==> src/logic/iststr_pkg.sv <==
/*
 * Package of the instrument status and trigger block: register selectors,
 * bit positions, widths, reset values and error codes.
 * Assumes a single 250 MHz clock domain and a synchronous reset.
 */
`default_nettype none
package iststr_pkg;
    // Register selectors of the command register port.
    typedef enum logic [3:0] {
        ISTSTR_SEL_SEVT,   // Standard event status, clear on read.
        ISTSTR_SEL_SEN,    // Standard event enable mask.
        ISTSTR_SEL_OPCOND, // Operation condition.
        ISTSTR_SEL_OPEVT,  // Operation event, clear on read.
        ISTSTR_SEL_OPENA,  // Operation enable mask.
        ISTSTR_SEL_OPTRN,  // Operation transition filter, fixed.
        ISTSTR_SEL_QCOND,  // Questionable condition.
        ISTSTR_SEL_QEVT,   // Questionable event, clear on read.
        ISTSTR_SEL_QENA,   // Questionable enable mask.
        ISTSTR_SEL_QTRN,   // Questionable transition filter, fixed.
        ISTSTR_SEL_SSB,    // Summary status byte.
        ISTSTR_SEL_ERRQ,   // Error queue, pop on read.
        ISTSTR_SEL_TSRC,   // Trigger source select.
        ISTSTR_SEL_VTRIG,  // Preset voltage trigger level.
        ISTSTR_SEL_CTRIG   // Preset current trigger level.
    } iststr_sel_t;

    localparam int ISTSTR_DW = 16;
    localparam int ISTSTR_EW = 16;
    localparam int ISTSTR_QDEPTH = 15;
    localparam int ISTSTR_QAW = 4;
    // Standard event status bit positions.
    localparam int SEVT_OPC = 0;
    localparam int SEVT_RQC = 1;
    localparam int SEVT_QYE = 2;
    localparam int SEVT_DDE = 3;
    localparam int SEVT_EXE = 4;
    localparam int SEVT_CME = 5;
    localparam int SEVT_URQ = 6;
    localparam int SEVT_PON = 7;
    // Operation condition bit positions.
    localparam int OP_WTRIG = 5;
    localparam int OP_CV = 8;
    localparam int OP_CC = 10;
    localparam int OP_PROG = 14;
    // Questionable condition bits used: 0..6.
    localparam int Q_USED = 7;
    // Status byte bit positions.
    localparam int SSB_ERRQ = 2;
    localparam int SSB_QUES = 3;
    localparam int SSB_MAV = 4;
    localparam int SSB_ESUM = 5;
    localparam int SSB_OPER = 7;
    // Reset values and the fixed transition filter read value.
    localparam logic [7:0]  SEN_RST = 8'h00;
    localparam logic [15:0] ENA_RST = 16'h0000;
    localparam logic [7:0]  SEVT_RST = 8'h80;
    localparam logic [15:0] TRN_FIXED = 16'hffff;
    localparam logic [15:0] LEVEL_MIN = 16'h0000;
    // Error codes, two's complement.
    localparam logic [15:0] ERR_NONE = 16'h0000;
    localparam logic [15:0] ERR_OVERFLOW = 16'hfea2; // -350
endpackage
`default_nettype wire

==> src/logic/iststr_top.sv <==
/*
 * Instrument status and trigger block: standard event status with enable,
 * operation and questionable register sets, error queue, summary status
 * byte and trigger unit loading preset levels into the active setpoints.
 * Assumes the command decoder gives one-cycle read/write strobes with a
 * register selector, and event pulses from the same clock. The external
 * trigger line is asynchronous and active low.
 */
// Functional notes
// - Event bit 0 sets on operation complete or query results ready.
// - Event bits 1 and 6 always read zero.
// - Event bit 2 on query error, bit 3 on device-dependent error.
// - Event bit 4 on execution error, bit 5 on command error.
// - Event bit 7 sets at power-up; summary needs enable bit 7.
// - Host reads and writes enable mask; mask gates event summary.
// - Transition filters are fixed rising-edge; host writes ignored.
// - Operation bit 5 high while waiting for trigger.
// - Operation bit 8 in constant voltage, bit 10 in constant current.
// - Operation bit 14 high while a stored program runs.
// - Unused operation condition bits read zero.
// - Questionable bit 0 overvoltage, bit 1 overcurrent.
// - Questionable bit 2 lead connection, bit 3 thermal error.
// - Questionable bit 4 mains, bit 5 fan, bit 6 master/slave.
// - Questionable bits 7 to 15 read zero.
// - Errors queue first-in first-out; empty read returns zero.
// - Over fifteen errors keep oldest; last entry becomes code -350.
// - Triggers accepted only from the selected source.
// - External grounding copies preset levels into active setpoints.
// - Calibration or model-limit change resets presets to minimum.
// - Software trigger from trigger command or group execute message.
// - Rising condition edges latch into events; reading clears them.
// - Events join the summary only where enable bits are one.
// - Status byte bits 2,3,4,5,7: queue, questionable, message, event, operation.
`default_nettype none
module iststr_top
    import iststr_pkg::*;
(
    input  wire logic                 clk,
    input  wire logic                 srst,
    // Register port from the command decoder.
    input  wire iststr_pkg::iststr_sel_t reg_sel,
    input  wire logic                 reg_wr,
    input  wire logic                 reg_rd,
    input  wire logic [ISTSTR_DW-1:0] reg_wdata,
    output logic      [ISTSTR_DW-1:0] reg_rdata,
    // Standard event sources, one-cycle pulses.
    input  wire logic                 op_complete,
    input  wire logic                 query_error,
    input  wire logic                 device_error,
    input  wire logic                 execution_error,
    input  wire logic                 command_error,
    input  wire logic                 message_available,
    // Error queue push.
    input  wire logic                 error_push,
    input  wire logic [ISTSTR_EW-1:0] error_code,
    // Operation condition sources, levels.
    input  wire logic                 const_voltage,
    input  wire logic                 const_current,
    input  wire logic                 program_running,
    // Questionable condition sources, levels.
    input  wire logic [Q_USED-1:0]    fault_flags,
    // Trigger inputs.
    input  wire logic                 trigger_armed,
    input  wire logic                 external_trigger_line_n,
    input  wire logic                 sw_trigger_cmd,
    input  wire logic                 group_execute_trigger,
    input  wire logic                 calibration_done,
    input  wire logic                 model_limits_changed,
    // Active setpoints and status byte.
    output logic      [ISTSTR_DW-1:0] voltage_setpoint,
    output logic      [ISTSTR_DW-1:0] current_setpoint,
    output logic                      trigger_event,
    output logic      [7:0]           summary_status_byte
);
    import iststr_pkg::*;

    logic [7:0]  sevt_r, sevt_nxt, sen_r, sen_nxt;
    logic [15:0] open_r, open_nxt, qena_r, qena_nxt;
    logic [15:0] vtrig_r, vtrig_nxt, ctrig_r, ctrig_nxt;
    logic [15:0] vset_r, vset_nxt, cset_r, cset_nxt;
    logic        tsrc_hw_r, tsrc_hw_nxt;
    logic [2:0]  ext_r, ext_nxt;
    logic [15:0] op_cond, q_cond, op_evt, q_evt, rdata;
    logic        trig, ext_fall, sw_trig, esb, errq_ne;
    logic [15:0] errq_head;
    logic        rd_sevt, rd_opevt, rd_qevt, rd_op, rd_q, pop_q;

    // Read strobes of the clear-on-read and pop-on-read registers.
    assign rd_sevt  = reg_rd && reg_sel == ISTSTR_SEL_SEVT;
    assign rd_op    = reg_rd && reg_sel == ISTSTR_SEL_OPCOND;
    assign rd_opevt = reg_rd && reg_sel == ISTSTR_SEL_OPEVT || rd_op;
    assign rd_q     = reg_rd && reg_sel == ISTSTR_SEL_QCOND;
    assign rd_qevt  = reg_rd && reg_sel == ISTSTR_SEL_QEVT || rd_q;
    assign pop_q    = reg_rd && reg_sel == ISTSTR_SEL_ERRQ;

    // Condition registers; unused bits are tied low.
    always_comb begin
        op_cond = '0;
        op_cond[OP_WTRIG] = trigger_armed;
        op_cond[OP_CV] = const_voltage;
        op_cond[OP_CC] = const_current;
        op_cond[OP_PROG] = program_running;
        q_cond = '0;
        q_cond[Q_USED-1:0] = fault_flags;
    end

    // Operation and questionable event latches.
    iststr_edge #(.W(16)) u_op_evt (
        .clk  (clk),
        .srst (srst),
        .cond (op_cond),
        .clr  (rd_opevt),
        .evt  (op_evt)
    );
    iststr_edge #(.W(16)) u_q_evt (
        .clk  (clk),
        .srst (srst),
        .cond (q_cond),
        .clr  (rd_qevt),
        .evt  (q_evt)
    );

    // Error queue.
    iststr_errq u_errq (
        .clk       (clk),
        .srst      (srst),
        .push      (error_push),
        .code      (error_code),
        .pop       (pop_q),
        .head      (errq_head),
        .not_empty (errq_ne)
    );

    // External trigger synchroniser and falling-edge detector.
    assign ext_nxt  = {ext_r[1:0], external_trigger_line_n};
    assign ext_fall = ext_r[2] && !ext_r[1];
    assign sw_trig  = sw_trigger_cmd || group_execute_trigger;
    assign trig     = tsrc_hw_r ? ext_fall : sw_trig;

    // Next values of the standard event and control registers.
    always_comb begin
        sevt_nxt = rd_sevt ? 8'h00 : sevt_r;
        sevt_nxt[SEVT_OPC] = sevt_nxt[SEVT_OPC] | op_complete
            | message_available;
        sevt_nxt[SEVT_QYE] = sevt_nxt[SEVT_QYE] | query_error;
        sevt_nxt[SEVT_DDE] = sevt_nxt[SEVT_DDE] | device_error;
        sevt_nxt[SEVT_EXE] = sevt_nxt[SEVT_EXE] | execution_error;
        sevt_nxt[SEVT_CME] = sevt_nxt[SEVT_CME] | command_error;
        sevt_nxt[SEVT_RQC] = 1'b0;
        sevt_nxt[SEVT_URQ] = 1'b0;
        sen_nxt   = sen_r;
        open_nxt  = open_r;
        qena_nxt  = qena_r;
        tsrc_hw_nxt = tsrc_hw_r;
        vtrig_nxt = vtrig_r;
        ctrig_nxt = ctrig_r;
        if (reg_wr) begin
            case (reg_sel)
                ISTSTR_SEL_SEN:   sen_nxt = reg_wdata[7:0];
                ISTSTR_SEL_OPENA: open_nxt = reg_wdata;
                ISTSTR_SEL_QENA:  qena_nxt = reg_wdata;
                ISTSTR_SEL_TSRC:  tsrc_hw_nxt = reg_wdata[0];
                ISTSTR_SEL_VTRIG: vtrig_nxt = reg_wdata;
                ISTSTR_SEL_CTRIG: ctrig_nxt = reg_wdata;
                default: ;
            endcase
        end
        if (calibration_done || model_limits_changed) begin
            vtrig_nxt = LEVEL_MIN;
            ctrig_nxt = LEVEL_MIN;
        end
        vset_nxt = trig ? vtrig_r : vset_r;
        cset_nxt = trig ? ctrig_r : cset_r;
    end

    // Registers; reset is the power-up event that sets bit 7.
    always_ff @(posedge clk) begin
        if (srst) begin
            sevt_r    <= SEVT_RST;
            sen_r     <= SEN_RST;
            open_r    <= ENA_RST;
            qena_r    <= ENA_RST;
            tsrc_hw_r <= 1'b0;
            vtrig_r   <= LEVEL_MIN;
            ctrig_r   <= LEVEL_MIN;
            vset_r    <= LEVEL_MIN;
            cset_r    <= LEVEL_MIN;
            ext_r     <= 3'h7;
            reg_rdata <= '0;
        end else begin
            sevt_r    <= sevt_nxt;
            sen_r     <= sen_nxt;
            open_r    <= open_nxt;
            qena_r    <= qena_nxt;
            tsrc_hw_r <= tsrc_hw_nxt;
            vtrig_r   <= vtrig_nxt;
            ctrig_r   <= ctrig_nxt;
            vset_r    <= vset_nxt;
            cset_r    <= cset_nxt;
            ext_r     <= ext_nxt;
            reg_rdata <= rdata;
        end
    end

    // Summary status byte from masked events, plus queue not-empty and message available.
    assign esb = |(sevt_r & sen_r);
    always_comb begin
        summary_status_byte = 8'h00;
        summary_status_byte[SSB_ERRQ] = errq_ne;
        summary_status_byte[SSB_QUES] = |(q_evt & qena_r);
        summary_status_byte[SSB_MAV]  = message_available;
        summary_status_byte[SSB_ESUM] = esb;
        summary_status_byte[SSB_OPER] = |(op_evt & open_r);
    end

    // Read multiplexer; the transition filters always read fixed.
    always_comb begin
        case (reg_sel)
            ISTSTR_SEL_SEVT:   rdata = {8'h00, sevt_r};
            ISTSTR_SEL_SEN:    rdata = {8'h00, sen_r};
            ISTSTR_SEL_OPCOND: rdata = op_cond;
            ISTSTR_SEL_OPEVT:  rdata = op_evt;
            ISTSTR_SEL_OPENA:  rdata = open_r;
            ISTSTR_SEL_OPTRN:  rdata = TRN_FIXED;
            ISTSTR_SEL_QCOND:  rdata = q_cond;
            ISTSTR_SEL_QEVT:   rdata = q_evt;
            ISTSTR_SEL_QENA:   rdata = qena_r;
            ISTSTR_SEL_QTRN:   rdata = TRN_FIXED;
            ISTSTR_SEL_SSB:    rdata = {8'h00, summary_status_byte};
            ISTSTR_SEL_ERRQ:   rdata = errq_head;
            ISTSTR_SEL_TSRC:   rdata = {15'h0000, tsrc_hw_r};
            ISTSTR_SEL_VTRIG:  rdata = vtrig_r;
            ISTSTR_SEL_CTRIG:  rdata = ctrig_r;
            default:           rdata = 16'h0000;
        endcase
    end

    assign voltage_setpoint = vset_r;
    assign current_setpoint = cset_r;
    assign trigger_event    = trig;
endmodule
`default_nettype wire

==> src/logic/iststr_edge.sv <==
/*
 * Rising-edge latch of one event register with clear-on-read.
 * Assumes condition inputs are already in the clock domain.
 */
`default_nettype none
module iststr_edge #(
    parameter int W = 16
) (
    input  wire logic         clk,
    input  wire logic         srst,
    input  wire logic [W-1:0] cond,
    input  wire logic         clr,
    output logic      [W-1:0] evt
);
    logic [W-1:0] prev_r, prev_nxt, evt_r, evt_nxt;

    // Set wins over clear so that an edge in the reading cycle survives.
    always_comb begin
        prev_nxt = cond;
        evt_nxt  = (clr ? '0 : evt_r) | (cond & ~prev_r);
    end

    // Registers the condition history and the event bits.
    always_ff @(posedge clk) begin
        if (srst) begin
            prev_r <= '0;
            evt_r  <= '0;
        end else begin
            prev_r <= prev_nxt;
            evt_r  <= evt_nxt;
        end
    end

    assign evt = evt_r;
endmodule
`default_nettype wire

==> src/logic/iststr_errq.sv <==
/*
 * Error queue of fifteen entries; on overflow the newest error is
 * dropped and the last slot becomes the too-many-errors code.
 * Assumes push and pop are single-cycle pulses from the same clock.
 */
`default_nettype none
module iststr_errq
    import iststr_pkg::*;
(
    input  wire logic                 clk,
    input  wire logic                 srst,
    input  wire logic                 push,
    input  wire logic [ISTSTR_EW-1:0] code,
    input  wire logic                 pop,
    output logic      [ISTSTR_EW-1:0] head,
    output logic                      not_empty
);
    logic [ISTSTR_EW-1:0] mem_r [ISTSTR_QDEPTH];
    logic [ISTSTR_EW-1:0] mem_nxt [ISTSTR_QDEPTH];
    logic [ISTSTR_QAW-1:0] cnt_r, cnt_nxt;
    logic [ISTSTR_QAW-1:0] wi;

    // Shifts on pop; pushes at the tail; overflow rewrites the last slot.
    always_comb begin
        wi = '0;
        mem_nxt = mem_r;
        cnt_nxt = cnt_r;
        if (pop && cnt_r != '0) begin
            for (int i = 0; i < ISTSTR_QDEPTH - 1; i++) begin
                mem_nxt[i] = mem_r[i+1];
            end
            cnt_nxt = cnt_r - 4'h1;
        end
        if (push) begin
            if (cnt_nxt < 4'(ISTSTR_QDEPTH)) begin
                wi = cnt_nxt;
                mem_nxt[wi] = code;
                cnt_nxt = cnt_nxt + 4'h1;
            end else begin
                mem_nxt[ISTSTR_QDEPTH-1] = ERR_OVERFLOW;
            end
        end
    end

    // Registers the queue storage and fill count.
    always_ff @(posedge clk) begin
        if (srst) begin
            cnt_r <= '0;
            for (int i = 0; i < ISTSTR_QDEPTH; i++) begin
                mem_r[i] <= '0;
            end
        end else begin
            cnt_r <= cnt_nxt;
            mem_r <= mem_nxt;
        end
    end

    assign head = (cnt_r == '0) ? ERR_NONE : mem_r[0];
    assign not_empty = (cnt_r != '0);
endmodule
`default_nettype wire

==> config.mk <==
export PLATFORM = sky130hd
export DESIGN_NAME = iststr_top
export DESIGN_NICKNAME = d
export VERILOG_FILES = /design/src/logic/iststr_pkg.sv /design/src/logic/iststr_top.sv /design/src/logic/iststr_edge.sv /design/src/logic/iststr_errq.sv
export SDC_FILE = /design/constraint.sdc
export NUM_CORES = 1
export LEC_CHECK = 0
export BUFFER_PORTS_ARGS = -buffer_cell sky130_fd_sc_hd__clkbuf_2
export CELL_PAD_IN_SITES_DETAIL_PLACEMENT = 1
export CELL_PAD_IN_SITES_GLOBAL_PLACEMENT = 1
export CORE_MARGIN = 5
export CORE_UTILIZATION = 35
export DETAILED_ROUTE_END_ITERATION = 16
export PLACE_DENSITY_LB_ADDON = 0.1
export SLEW_MARGIN = 20
export SYNTH_ARGS = -nofsm -noshare
export SYNTH_HDL_FRONTEND = slang
export SYNTH_SLANG_ARGS = --single-unit
==> constraint.sdc <==
create_clock -name clk -period 2.4 [get_ports clk]
set_input_delay 0.24 -clock clk [delete_from_list [all_inputs] [get_ports clk]]
set_output_delay 0.24 -clock clk [all_outputs]
set_load 0.05 [all_outputs]
==> flow_metrics.py <==
metrics = {
    "sta": {
        "tightest_slew_ps": 880,
        "finalClockSkew_ps": 13.3,
        "setup_viol": 0,
        "max_slew_margin": 0.413,
        "hold_violations": 0,
        "finalCriticalPeriod_ps": 2350,
        "fin_ws_ps": 52.9,
        "max_freq_ghz": 0.426,
        "rsz0062_at_grt": "true",
        "post-route-period-util": 0.978,
        "finalMaxSlewViolations": 0,
    },
    "drt": {
        "wirelength_um": 64000,
        "num_vias": 15500,
        "ant_nets": 0,
        "drcViolationCount": 0,
        "vias_per_cell": 5.55,
        "wl_per_cell_um": 22.9,
        "drt-initial-drc-count": 841,
        "drt_first_pass_iters": 5,
    },
    "setup_path": {
        "r2r_end": "u_errq.mem_r[173]",
        "critical_path.n_buffers_inverters": 3,
        "crit_family": "simple AND/OR/NAND/NOR gates",
        "cpPeakStageDelay_ps": 440,
        "r2r_cells": 8,
        "crit_type": "reg2reg",
        "r2r-start": "u_errq.cnt_r[1]",
        "worst_ep_required_time_ps": 2860,
        "cp_max_fo": 16,
        "cp_cell_sequence": "buf_4 > or2_1 > or4_4 > mux2_4 > buf_12 > nor2b_1 > buf_12 > a2bb2oi_1",
        "startpoint_type": "flip-flop",
        "worst_ep_arrival_time_ps": 2810,
        "end_kind": "flip-flop",
        "r2r_setup_slack_ps": 50,
        "crit_slowest_cell": "or4_4",
        "cp_common_cell": "buf_12",
    },
    "global_routing": {
        "antenna_found_initial": 1,
        "grt_pass1_vias": 15800,
        "grt_pass1_wl_um": 95700,
        "grt.total_usage": 0.224,
        "grt_max_degree": 130,
        "overflow": 0,
    },
    "logic_synthesis": {
        "synthCells": 1914,
        "ys_types": 68,
        "synth-seq-area-share": 0.457,
        "synth_compound_area_frac": 0.216,
        "synth_top_family_by_area": "compound AO/OA/AOI/OAI gates",
        "synthMuxAreaShare": 0.124,
        "synth_area_leaders": "dfxtp_1 (46%), mux2i_1 (10%), nand2_1 (8.6%)",
        "yosys.area.top_type_share": 0.457,
        "synth_edf_count": 0,
        "netlist_area_um2": 17400,
        "synth_warnings": 0,
        "synth.avg_cell_area_um2": 9.07,
        "synth.largest_area_cell": "dfxtp_1",
        "synth-xor-area-share": 0.000505,
        "async_reset_ff_frac": 0,
        "synthAdderAreaFrac": 0.000721,
        "synthSimpleGateAreaFrac": 0.149,
        "synth-seq-cells": 396,
        "yosys_most_used_dff": "dfxtp_1",
    },
    "pwr": {
        "vdd.ir_drop.worst_v": 0.000417,
        "power.total_w": 0.0152,
        "p_leak_nw": 7.96,
        "power.density_nw_per_um2": 697,
    },
    "die": {
        "io_pins": 120,
        "die_x_um": 233,
        "design.core.area_um2": 49000,
        "start_util": 0.355,
        "num_rows": 81,
        "dieHeight_um": 233,
        "die_area_um2": 54100,
    },
    "worst_hold_path": {
        "hold_end": "u_errq.mem_r[66]",
        "min_from": "error_code[2]",
        "hold_depth": 3,
        "worstHoldPathType": "in2reg",
    },
    "cts": {
        "cts_sinks": 396,
        "cts_buffers": 46,
        "cts_tree": "built",
        "h-tree-depth": 2,
        "clockRootBuffer": "clkbuf_16",
        "ctsLongestPathBuffers": 3,
        "clk_latency_ps": 580,
        "cts.clk_slew.worst_paths_ps": 60,
    },
    "flow_run": {
        "cap_viol_max_count": 0,
    },
    "placement": {
        "gp_congestion": 0.839,
        "pre_cts_ws_ps": -131,
        "io_buffers": 116,
        "dp_hpwl_um": 41900,
    },
    "final_layout": {
        "most-common-layout-cells": "nand2_1 (398), dfxtp_1 (396), a21oi_1 (184)",
        "drive_gt1_frac": 0.215,
        "fin_nets": 2153,
        "layout_commonest_cell": "nand2_1",
        "synthToLayoutAreaGrowth_pct": 26.0,
        "fillCellCount": 5567,
    },
    "outcome": {
        "status": "finished clean",
    },
}
## Yosys cell counts (all sizes together) (13+ instances only)
library cell / number
a22o: 13
nor3: 20
nand2: 399
inv: 21
a21oi: 184
a31oi: 15
buf: 85
a221oi: 136
nor2: 65
o22a: 15
nor2b: 35
mux2: 36
a2bb2oi: 66
mux2i: 174
a22oi: 16
dfxtp: 396
nand3: 18
clkbuf: 96
## metrics by stage
step	util	area (um^2)	setup TNS [ps]	hold WS, ps	cells
after CTS	0.436	21400	-181	3.36	2775
after global placement	0.398	19500	-4860	439	2656
after floorplan	-	17400	-2220	344	1916
after detailed placement	0.398	19500	-7140	448	2656
after global routing	0.447	21900	-462	16.1	2790
final	0.447	21900	0	38.9	2790
## power by group
part           internal (W)  switching [W]  total [W]
Combinational      0.000491       0.000863    0.00135
Sequential          0.00672      0.0000984    0.00681
Clock               0.00423        0.00285    0.00707
Total                0.0114        0.00381     0.0152
## flip-flops by register name, summed over array words and instances (netlist names), 4 cells and up
| name | cells |
|---|---|
| u_errq.cnt_r | 4 |
| current_setpoint | 16 |
| sevt_r | 6 |
| u_q_evt.prev_r | 7 |
| u_op_evt.evt | 4 |
| u_errq.mem_r | 240 |
| voltage_setpoint | 16 |
| reg_rdata | 16 |
| u_op_evt.prev_r | 4 |
| vtrig_r | 16 |
| qena_r | 16 |
| u_q_evt.evt | 7 |
| open_r | 16 |
| sen_r | 8 |
| ctrig_r | 16 |
## worst reg2reg max path, cell delays in order, from the launching register on
cell	delay [ps]
dfxtp_1	320
buf_4	160
or2_1	240
or4_4	440
mux2_4	370
buf_12	180
nor2b_1	220
buf_12	200
a2bb2oi_1	80
## cell families (layout without fill, tap and decap cells)
logic type / after synthesis / in the layout
simple gates: 588 / 589
fa+ha+maj: 1 / 1
buf+inv: 202 / 410
xor+xnor: 1 / 1
compound gates: 515 / 515
flops: 396 / 396
other cells: 1 / 4
mux: 210 / 210
## layer usage
metal / part of all wire / global-route usage / up-vias
met4: 0.035 / 0.0753 / 0
met2: 0.50 / 0.396 / 335
met5: 0 / 0 / -
met1: 0.42 / 0.278 / 7699
met3: 0.037 / 0.0327 / 112
li1: - / - / 7328
## layout make-up
cell class                      instances  area (um^2)  area share
Multi-Input combinational cell       1319         8840       0.404
Sequential cell                       396         7930       0.362
Timing Repair Buffer                  305         2660       0.122
Clock buffer                           73         1450      0.0661
Tap cell                              664          831      0.0380
Clock inverter                         11         86.3     0.00395
Inverter                               21         78.8     0.00360
Antenna cell                            1         2.50    0.000114
## worst max path at each step
stage | from | cells after the start | slack (ps) | to
floorplan | u_errq.cnt_r[0] | 10 | -40 | u_errq.mem_r[22]
global placement | u_errq.cnt_r[0] | 9 | -100 | u_errq.mem_r[171]
detailed placement | u_errq.cnt_r[1] | 9 | -130 | u_errq.mem_r[174]
CTS | u_errq.cnt_r[1] | 9 | -30 | u_errq.mem_r[54]
global route | u_errq.cnt_r[1] | 8 | -30 | u_errq.mem_r[142]
finish | u_errq.cnt_r[1] | 8 | 50 | u_errq.mem_r[173]
## timing repair
item,4_1_cts,5_1_grt
hold endpoints to repair,76,0
buffers inserted,1,7
resized for setup,2,55
setup endpoints to repair,168,226
hold buffers,34,0
gates cloned,0,7
pin swaps,0,4
Power figures use the tool's default switching activity.
